### config.mk
export PLATFORM = sky130hd
export DESIGN_NAME = exch_branch_core
export DESIGN_NICKNAME = d
export VERILOG_FILES = /design/src/rtl/xcb_pkg.sv /design/src/rtl/exch_branch_core.sv
export SDC_FILE = /design/constraint.sdc
export NUM_CORES = 1
export LEC_CHECK = 0
export BUFFER_PORTS_ARGS = -buffer_cell sky130_fd_sc_hd__buf_2
export CAP_MARGIN = 20
export CORE_MARGIN = 5
export CORE_UTILIZATION = 53
export DETAILED_ROUTE_END_ITERATION = 12
export PLACE_DENSITY = 0.86
export SETUP_SLACK_MARGIN = 0.4
export SKIP_LAST_GASP = 1
export SLEW_MARGIN = 20
export SYNTH_ARGS = -nofsm -noshare
export SYNTH_HDL_FRONTEND = slang
export SYNTH_SLANG_ARGS = --single-unit
### constraint.sdc
create_clock -name core_clk -period 5.6 [get_ports core_clk]
set_clock_uncertainty 0.15 [all_clocks]
set_input_delay 0.28 -clock core_clk [delete_from_list [all_inputs] [get_ports core_clk]]
set_output_delay 0.28 -clock core_clk [all_outputs]
set_load 0.03 [all_outputs]
### src/rtl/xcb_pkg.sv
package xcb_pkg;

  // Machine cycle of three core clocks at 10 MHz
  localparam int CLK_PERIOD_NS = 100;
  localparam int CLKS_PER_MCYC = 3;

  // Opcodes of the swap forms and the no-operation
  localparam logic [7:0] OP_NOP = 8'h00;
  localparam logic [7:0] OP_SWAP_LO = 8'h55;
  localparam logic [7:0] OP_SWAP_FE = 8'h53;
  localparam logic [7:0] OP_SWAP_LONG = 8'h56;
  localparam logic [7:0] OP_WORD = 8'h57;

  // Opcode groups, low three bits select a bit or a form, or carry jump or call address bits
  localparam logic [4:0] G_BZERO = 5'h10;
  localparam logic [4:0] G_BONE = 5'h11;
  localparam logic [4:0] G_BCLR = 5'h12;
  localparam logic [4:0] G_CLR = 5'h13;
  localparam logic [4:0] G_INV = 5'h14;
  localparam logic [4:0] G_JUMP_A = 5'h16;
  localparam logic [4:0] G_JUMP_B = 5'h17;
  localparam logic [4:0] G_CALL = 5'h18;
  localparam logic [4:0] G_STAT = 5'h1c;
  localparam logic [4:0] G_POP = 5'h1d;

  // Fixed high address bytes of the short forms
  localparam logic [7:0] PAGE_LO = 8'h01;
  localparam logic [7:0] PAGE_FE = 8'hfe;
  localparam logic [7:0] PAGE_ZERO = 8'h00;

  // Status word bits and ninth data bit
  localparam int PSW_ONE = 1;
  localparam int PSW_THREE = 3;
  localparam int NINTH = 8;
  localparam logic [7:0] PSW_STAT_MASK = 8'h0a;

  // Reset values
  localparam logic [16:0] PC_RST = 17'h00000;
  localparam logic [15:0] SP_RST = 16'h0000;
  localparam logic [7:0] REG_RST = 8'h00;

  // Steps within an instruction: machine cycle times three plus phase
  localparam logic [3:0] STP_ISSUE = 4'h0;
  localparam logic [3:0] STP_DATA = 4'h2;
  localparam logic [3:0] STP_LOW_WR = 4'h3;
  localparam logic [3:0] STP_HIGH_WR = 4'h4;

  typedef enum logic [2:0] {
    PH_ADDR = 3'b001,
    PH_DATA = 3'b010,
    PH_WRITE = 3'b100
  } phase_t;

  typedef enum logic [3:0] {
    CL_NOP, CL_SWAP, CL_WORD, CL_BZERO, CL_BONE, CL_BCLR,
    CL_CLR, CL_INV, CL_JUMP, CL_CALL, CL_STAT, CL_POP
  } class_t;

  typedef struct packed {
    class_t cls;
    logic [1:0] len;
    logic [1:0] mcyc;
    logic bad;
  } decode_t;

  typedef struct packed {
    logic rd;
    logic wr;
    logic [15:0] addr;
    logic [8:0] wdata;
  } mem_req_t;

endpackage

### src/rtl/exch_branch_core.sv
`timescale 1ns/1ps
// Overview of operation
// - Short byte swap exchanges A with direct location; length and time by address
// - Opcode 55H page 01xx, 53H page FExx, 56H with full address elsewhere
// - Byte swap with a nine-bit location also swaps status bit one and bit 8
// - Long byte swap 56H reaches any address, 3 bytes, 2 cycles
// - Word swap 57H is 3 bytes and 3 cycles
// - Word swap exchanges A with low byte and B with next byte
// - Word swap writes old status bit one into bit 8 of both bytes
// - Word swap loads status bit one from old bit 8 of high byte when that byte is a nine-bit location
// - Bit branches test a selected bit, one on zero, one on one
// - Branch-then-clear branches on the bit and clears it
// - Relative jump uses a 12-bit displacement from the program counter
// - Absolute call reaches any target in a 128K-byte bank
// - Status change forms touch only status bit one or bit three
// - Bit clear zeroes one selected bit, others unchanged
// - Bit invert flips one selected bit, others unchanged
// - No-operation takes one machine cycle, only the program counter moves
// - Byte pop reads the stack top into the addressed location
module exch_branch_core (
  // Clock and reset
  input wire logic core_clk,
  input wire logic srst,
  // Program fetch window
  output logic [16:0] code_addr_r,
  input wire logic [23:0] code_bytes,
  // Data memory and special registers
  output xcb_pkg::mem_req_t mem_req_r,
  input wire logic [8:0] mem_rdata,
  input wire logic mem_has_ninth,
  // Architectural state
  output logic [7:0] acc_r,
  output logic [7:0] b_r,
  output logic [7:0] psw_r,
  output logic [15:0] sp_r,
  // Instruction events
  output logic retire_r,
  output logic illegal_r
);

  logic [7:0] op;
  logic [7:0] b1;
  logic [7:0] b2;
  xcb_pkg::decode_t dec;
  xcb_pkg::phase_t phase_r;
  logic [1:0] mcyc_r;
  logic [3:0] ph_idx;
  logic [3:0] step;
  logic last;
  logic [15:0] dst;
  logic [8:0] tmp_r;
  logic bit_set;
  logic [16:0] ret_pc;
  logic [16:0] pc_nxt;

  function automatic xcb_pkg::decode_t decode(input logic [7:0] code);
    xcb_pkg::decode_t d;
    d = '{cls: xcb_pkg::CL_NOP, len: 2'd1, mcyc: 2'd1, bad: 1'b0};
    case (code[7:3])
      xcb_pkg::G_BZERO: d = '{cls: xcb_pkg::CL_BZERO, len: 2'd3, mcyc: 2'd2, bad: 1'b0};
      xcb_pkg::G_BONE: d = '{cls: xcb_pkg::CL_BONE, len: 2'd3, mcyc: 2'd2, bad: 1'b0};
      xcb_pkg::G_BCLR: d = '{cls: xcb_pkg::CL_BCLR, len: 2'd3, mcyc: 2'd2, bad: 1'b0};
      xcb_pkg::G_CLR: d = '{cls: xcb_pkg::CL_CLR, len: 2'd3, mcyc: 2'd1, bad: 1'b0};
      xcb_pkg::G_INV: d = '{cls: xcb_pkg::CL_INV, len: 2'd3, mcyc: 2'd1, bad: 1'b0};
      xcb_pkg::G_JUMP_A, xcb_pkg::G_JUMP_B: d = '{cls: xcb_pkg::CL_JUMP, len: 2'd2, mcyc: 2'd1, bad: 1'b0};
      xcb_pkg::G_CALL: d = '{cls: xcb_pkg::CL_CALL, len: 2'd3, mcyc: 2'd3, bad: 1'b0};
      xcb_pkg::G_STAT: d = '{cls: xcb_pkg::CL_STAT, len: 2'd1, mcyc: 2'd1, bad: 1'b0};
      xcb_pkg::G_POP: d = '{cls: xcb_pkg::CL_POP, len: 2'd3, mcyc: 2'd2, bad: 1'b0};
      default: begin
        case (code)
          xcb_pkg::OP_NOP: d.bad = 1'b0;
          xcb_pkg::OP_SWAP_LO, xcb_pkg::OP_SWAP_FE: d = '{cls: xcb_pkg::CL_SWAP, len: 2'd2, mcyc: 2'd1, bad: 1'b0};
          xcb_pkg::OP_SWAP_LONG: d = '{cls: xcb_pkg::CL_SWAP, len: 2'd3, mcyc: 2'd2, bad: 1'b0};
          xcb_pkg::OP_WORD: d = '{cls: xcb_pkg::CL_WORD, len: 2'd3, mcyc: 2'd3, bad: 1'b0};
          default: d.bad = 1'b1;
        endcase
      end
    endcase
    return d;
  endfunction

  function automatic logic [7:0] bit_mask(input logic [2:0] n);
    return 8'h01 << n;
  endfunction

  // Code window is held stable while the program counter holds
  assign op = code_bytes[7:0];
  assign b1 = code_bytes[15:8];
  assign b2 = code_bytes[23:16];
  assign dec = decode(op);
  assign bit_set = tmp_r[op[2:0]];
  assign ret_pc = code_addr_r + 17'd3;

  always_comb begin
    case (op)
      xcb_pkg::OP_SWAP_LO: dst = {xcb_pkg::PAGE_LO, b1};
      xcb_pkg::OP_SWAP_FE: dst = {xcb_pkg::PAGE_FE, b1};
      default: dst = {b2, b1};
    endcase
    // Bit branches carry a displacement, so their operand sits in page zero
    if (dec.cls == xcb_pkg::CL_BZERO || dec.cls == xcb_pkg::CL_BONE || dec.cls == xcb_pkg::CL_BCLR) begin
      dst = {xcb_pkg::PAGE_ZERO, b1};
    end
  end

  always_comb begin
    case (phase_r)
      xcb_pkg::PH_DATA: ph_idx = 4'd1;
      xcb_pkg::PH_WRITE: ph_idx = 4'd2;
      default: ph_idx = 4'd0;
    endcase
    step = {2'b00, mcyc_r} * 4'(xcb_pkg::CLKS_PER_MCYC) + ph_idx;
  end

  // Instruction ends in the write phase of its final machine cycle
  assign last = (phase_r == xcb_pkg::PH_WRITE) && (mcyc_r == dec.mcyc - 2'd1);

  always_ff @(posedge core_clk) begin
    if (srst) begin
      phase_r <= xcb_pkg::PH_ADDR;
      mcyc_r <= 2'd0;
    end else begin
      case (phase_r)
        xcb_pkg::PH_ADDR: phase_r <= xcb_pkg::PH_DATA;
        xcb_pkg::PH_DATA: phase_r <= xcb_pkg::PH_WRITE;
        xcb_pkg::PH_WRITE: begin
          phase_r <= xcb_pkg::PH_ADDR;
          mcyc_r <= last ? 2'd0 : mcyc_r + 2'd1;
        end
        default: begin
          phase_r <= xcb_pkg::PH_ADDR;
          mcyc_r <= 2'd0;
        end
      endcase
    end
  end

  always_comb begin
    pc_nxt = code_addr_r + {15'd0, dec.len};
    case (dec.cls)
      xcb_pkg::CL_BZERO: begin
        if (!bit_set) begin
          pc_nxt = pc_nxt + {{9{b2[7]}}, b2};
        end
      end
      xcb_pkg::CL_BONE, xcb_pkg::CL_BCLR: begin
        if (bit_set) begin
          pc_nxt = pc_nxt + {{9{b2[7]}}, b2};
        end
      end
      xcb_pkg::CL_JUMP: pc_nxt = pc_nxt + {{5{op[3]}}, op[3:0], b1};
      xcb_pkg::CL_CALL: pc_nxt = {op[0], b2, b1};
      default: pc_nxt = pc_nxt;
    endcase
  end

  always_ff @(posedge core_clk) begin
    if (srst) begin
      code_addr_r <= xcb_pkg::PC_RST;
    end else if (last) begin
      code_addr_r <= pc_nxt;
    end
  end

  // Low byte or tested byte, kept for later steps
  always_ff @(posedge core_clk) begin
    if (srst) begin
      tmp_r <= 9'h000;
    end else if (step == xcb_pkg::STP_DATA) begin
      tmp_r <= mem_rdata;
    end
  end

  // Read data is valid two steps after the request is registered
  always_ff @(posedge core_clk) begin
    if (srst) begin
      mem_req_r <= '0;
    end else begin
      mem_req_r <= '0;
      case (dec.cls)
        xcb_pkg::CL_SWAP, xcb_pkg::CL_CLR, xcb_pkg::CL_INV, xcb_pkg::CL_BCLR, xcb_pkg::CL_WORD,
        xcb_pkg::CL_BZERO, xcb_pkg::CL_BONE: begin
          if (step == xcb_pkg::STP_ISSUE) begin
            mem_req_r.rd <= 1'b1;
            mem_req_r.addr <= dst;
          end
          if (step == xcb_pkg::STP_DATA) begin
            mem_req_r.addr <= dst;
            mem_req_r.wr <= 1'b1;
            mem_req_r.wdata <= mem_rdata;
            case (dec.cls)
              xcb_pkg::CL_SWAP: mem_req_r.wdata <= {psw_r[xcb_pkg::PSW_ONE], acc_r};
              xcb_pkg::CL_CLR, xcb_pkg::CL_BCLR: begin
                mem_req_r.wdata[7:0] <= mem_rdata[7:0] & ~bit_mask(op[2:0]);
              end
              xcb_pkg::CL_INV: mem_req_r.wdata[7:0] <= mem_rdata[7:0] ^ bit_mask(op[2:0]);
              xcb_pkg::CL_WORD: begin
                mem_req_r.wr <= 1'b0;
                mem_req_r.rd <= 1'b1;
                mem_req_r.addr <= dst + 16'd1;
              end
              default: mem_req_r.wr <= 1'b0;
            endcase
          end
          if (dec.cls == xcb_pkg::CL_WORD && step == xcb_pkg::STP_LOW_WR) begin
            mem_req_r.wr <= 1'b1;
            mem_req_r.addr <= dst;
            mem_req_r.wdata <= {psw_r[xcb_pkg::PSW_ONE], acc_r};
          end
          if (dec.cls == xcb_pkg::CL_WORD && step == xcb_pkg::STP_HIGH_WR) begin
            mem_req_r.wr <= 1'b1;
            mem_req_r.addr <= dst + 16'd1;
            mem_req_r.wdata <= {psw_r[xcb_pkg::PSW_ONE], b_r};
          end
        end
        xcb_pkg::CL_CALL: begin
          // Bank bit of the return address rides in the ninth bit
          if (step == xcb_pkg::STP_ISSUE) begin
            mem_req_r.wr <= 1'b1;
            mem_req_r.addr <= sp_r + 16'd1;
            mem_req_r.wdata <= {1'b0, ret_pc[7:0]};
          end
          if (step == xcb_pkg::STP_LOW_WR) begin
            mem_req_r.wr <= 1'b1;
            mem_req_r.addr <= sp_r + 16'd2;
            mem_req_r.wdata <= ret_pc[16:8];
          end
        end
        xcb_pkg::CL_POP: begin
          if (step == xcb_pkg::STP_ISSUE) begin
            mem_req_r.rd <= 1'b1;
            mem_req_r.addr <= sp_r;
          end
          if (step == xcb_pkg::STP_DATA) begin
            mem_req_r.wr <= 1'b1;
            mem_req_r.addr <= dst;
            mem_req_r.wdata <= mem_rdata;
          end
        end
        default: mem_req_r <= '0;
      endcase
    end
  end

  always_ff @(posedge core_clk) begin
    if (srst) begin
      acc_r <= xcb_pkg::REG_RST;
    end else if (dec.cls == xcb_pkg::CL_SWAP && step == xcb_pkg::STP_DATA) begin
      acc_r <= mem_rdata[7:0];
    end else if (dec.cls == xcb_pkg::CL_WORD && step == xcb_pkg::STP_LOW_WR) begin
      acc_r <= tmp_r[7:0];
    end
  end

  always_ff @(posedge core_clk) begin
    if (srst) begin
      b_r <= xcb_pkg::REG_RST;
    end else if (dec.cls == xcb_pkg::CL_WORD && step == xcb_pkg::STP_HIGH_WR) begin
      b_r <= mem_rdata[7:0];
    end
  end

  // An eight-bit location has no ninth bit to give back
  always_ff @(posedge core_clk) begin
    if (srst) begin
      psw_r <= xcb_pkg::REG_RST;
    end else if (dec.cls == xcb_pkg::CL_SWAP && step == xcb_pkg::STP_DATA && mem_has_ninth) begin
      psw_r[xcb_pkg::PSW_ONE] <= mem_rdata[xcb_pkg::NINTH];
    end else if (dec.cls == xcb_pkg::CL_WORD && step == xcb_pkg::STP_HIGH_WR && mem_has_ninth) begin
      psw_r[xcb_pkg::PSW_ONE] <= mem_rdata[xcb_pkg::NINTH];
    end else if (dec.cls == xcb_pkg::CL_STAT && step == xcb_pkg::STP_ISSUE) begin
      if (op[1]) begin
        psw_r[xcb_pkg::PSW_THREE] <= op[0];
      end else begin
        psw_r[xcb_pkg::PSW_ONE] <= op[0];
      end
    end
  end

  always_ff @(posedge core_clk) begin
    if (srst) begin
      sp_r <= xcb_pkg::SP_RST;
    end else if (dec.cls == xcb_pkg::CL_CALL && step == xcb_pkg::STP_LOW_WR) begin
      sp_r <= sp_r + 16'd2;
    end else if (dec.cls == xcb_pkg::CL_POP && step == xcb_pkg::STP_DATA) begin
      sp_r <= sp_r - 16'd1;
    end
  end

  always_ff @(posedge core_clk) begin
    if (srst) begin
      retire_r <= 1'b0;
      illegal_r <= 1'b0;
    end else begin
      retire_r <= last;
      illegal_r <= last && dec.bad;
    end
  end
endmodule // exch_branch_core

==> results.py <==
metrics = {
    "placement": {
        "hpwl_um": 24400,
        "port_buffers": 115,
        "dp_worst_setup_slack_ps": 513,
        "gp_congestion": 1.01,
        "dp.cells": 1524,
    },
    "power": {
        "power_leakage_nw": 3.92,
        "fin_total_pwr_mw": 1.63,
        "vdd_drop_max_v": 0.000136,
        "power_density_nw_per_um2": 161,
    },
    "critical_path": {
        "start_kind": "input port",
        "path_depth": 18,
        "cp.required_ps": 5730,
        "endpoint": "code_addr_r[14]",
        "crit_path_max_fanout": 18,
        "path_buf_inv": 2,
        "r2r_cells": 13,
        "cpMaxStageDelayCell": "fa_1",
        "crit_arrival_ps": 5050,
        "path_cells": "buf_2 -> nor2b_1 -> a22oi_1 -> or2_2 -> nand3_1 -> o21a_1 -> inv_1 -> fa_1 -> nor2_1 -> xor2_1 -> ha_1 -> o21a_1 -> o31a_1 -> o211ai_1 -> a31oi_1 -> o311ai_0 -> o211ai_1 -> a31oi_1",
        "cp-startpoint": "code_bytes[1]",
        "cp_top_family": "compound AO/OA/AOI/OAI gates",
        "r2r_slack_ps": 900,
        "cp_slowest_stage_delay_ps": 550,
        "r2r-start": "phase_r[2]",
        "cp-end-kind": "flop",
        "worst_r2r_endpoint": "mem_req_r[16]",
        "worstSetupPathType": "in -> reg",
    },
    "synthesis": {
        "synth_top_area_frac": 0.201,
        "synth_edf_count": 0,
        "syn_avg_cell_area_um2": 7.42,
        "ys_seq_area_frac": 0.201,
        "yosysWarnings": 0,
        "synthFlopType": "dfxtp_1",
        "synth_largest_area_cell": "dfxtp_1",
        "synth.distinct_cells": 97,
        "synthArstFlopShare": 0,
        "synthesis.area_um2": 9240,
        "netlist_top_cells_area": "dfxtp_1, ha_1, a21oi_1",
        "ys_ff_latch": 93,
        "synth_cells": 1245,
    },
    "layout": {
        "final_cell_mix": "nand2_1, buf_2, nor2_1",
        "final_common_cell": "nand2_1",
        "nets": 1403,
        "drive_gt1_frac": 0.144,
        "finalNonFillerCells": 1540,
        "synthToLayoutAreaGrowth_pct": 9.64,
    },
    "clocking": {
        "cts_made_buffers": 9,
        "tritoncts": "built",
        "root_buffer": "clkbuf_16",
        "cts_setup_buffers": 0,
        "cts_buffer_depth": 2,
        "cts.htree.levels": 3,
        "cts_resized": 0,
        "cts_hold_buffers": 0,
        "cts.clk_slew.worst_paths_ps": 70,
        "clkSinkCount": 93,
        "clock_latency_ps": 360,
    },
    "routing": {
        "vias": 10600,
        "drt_iter0_markers": 1623,
        "drtPass1Iterations": 8,
        "via_per_inst": 6.85,
        "post-route-drc-count": 0,
        "wirelength_um": 32800,
        "drtAntennaViolNets": 0,
        "post_drt_wl_per_cell_um": 21.3,
    },
    "timing": {
        "finalCriticalPeriod_ps": 4910,
        "fin_setup_tns_ps": 0,
        "tightestPinTransition_ps": 1120,
        "period_share": 0.877,
        "maxSlewViolCount": 0,
        "setup_slack_ps": 687,
        "timing_hold_violations_final": 0,
        "setup_viol": 0,
        "fmax_mhz": 204,
        "slew_headroom": 0.252,
        "grt_setup_unrepaired": "no",
    },
    "floorplan": {
        "row_count": 48,
        "die_area_um2": 20200,
        "coreArea_um2": 17200,
        "die_w_um": 142,
        "die_y_um": 142,
        "start_util": 0.538,
        "pin_count": 122,
    },
    "global_route": {
        "grt_use_total": 0.316,
        "grt_pass1_wl_um": 51700,
        "grt_max_degree": 58,
        "grt_pass1_vias": 9760,
        "antenna_found_initial": 1,
        "grt_overflow_total": 0,
    },
    "run": {
        "maxCapViolCount": 0,
    },
    "outcome": {
        "outcome": "completed",
    },
    "min_path": {
        "min_path_type": "in -> reg",
    },
}
Yosys cell counts, types with 28 or more instances:
library cell,n
xnor2_1,38
dfxtp_1,93
o21ai_0,78
ha_1,52
nor3_1,33
nand3_1,41
xor2_1,28
nand2_1,127
inv_1,35
a21oi_1,99
clkbuf_1,43
buf_2,30
nor2_1,109
flip-flops by register name (all words and copies together), names as in the netlist:
name / count
acc_r: 8
b_r: 8
code_addr_r: 17
illegal_r: 1
mcyc_r: 2
mem_req_r: 27
phase_r: 3
psw_r: 2
retire_r: 1
sp_r: 16
tmp_r: 8
final cells by class:
| type | count | area, µm² |
|---|---|---|
| diodes | 1 | 2.50 |
| repair buffers | 134 | 718 |
| fillers | 1632 | 7050 |
| clock inverters | 3 | 21.3 |
| clock buffers | 12 | 246 |
| flip-flops and latches | 93 | 1860 |
| multi-input cells | 1036 | 6860 |
| well taps | 225 | 282 |
| inverters | 36 | 135 |
worst reg2reg max path, stage by stage (launching register included):
cell and delay [ps]:
dfxtp_1 390, nor3b_1 200, buf_4 180, fa_1 420, ha_1 230, fa_1 700
nor4bb_1 710, nand3_1 570, buf_4 370, nor2_1 120, nor2_1 40, a21oi_1 170
o21ai_0 120, a31oi_1 240
metrics by stage:
stage	hold slack [ps]	area (µm²)	utilization
global route	101	10100	0.590
detailed placement	298	9860	0.574
global placement	291	9860	0.574
floorplan	219	9260	-
finish	91.9	10100	0.590
CTS	81.3	10100	0.590
report_power, final:
part | total [mW] | internal (mW) | switching (mW)
clock | 0.579 | 0.312 | 0.267
sequential | 0.683 | 0.673 | 0.00963
combinational | 0.369 | 0.121 | 0.248
worst min-delay path by stage:
stage                             from    endpoint  slack, ps  depth (start not counted)
after CTS                 mem_rdata[6]    tmp_r[6]         80                          3
after global routing      mem_rdata[4]    tmp_r[4]        100                          3
after detailed placement      psw_r[3]    psw_r[3]        300                          2
after global placement        psw_r[3]    psw_r[3]        290                          2
final                     mem_rdata[6]    tmp_r[6]         90                          3
after floorplan                   srst  phase_r[1]        220                          1
kinds of logic (layout without fill, tap and decap cells):
| group | after synthesis | in the layout | share of synthesized area |
|---|---|---|---|
| muxes | 21 | 21 | 0.0261 |
| adders and majority gates | 58 | 58 | 0.0823 |
| other | 1 | 7 | 0.000406 |
| and+or+nand+nor | 457 | 457 | 0.251 |
| buffers and inverters | 121 | 185 | 0.0577 |
| DFF | 93 | 93 | 0.201 |
| xor gates and xnor gates | 68 | 68 | 0.0674 |
| AOI/OAI and AO/OA | 426 | 426 | 0.314 |
metal layers:
layer,GRT usage,routed length (µm),up-vias
li1,-,-,4819
met1,0.436,12800,4829
met2,0.485,14300,779
met3,0.0534,4330,128
met4,0.144,1410,0
met5,0,0,-
Note: power is estimated with default switching activity, not from simulation.
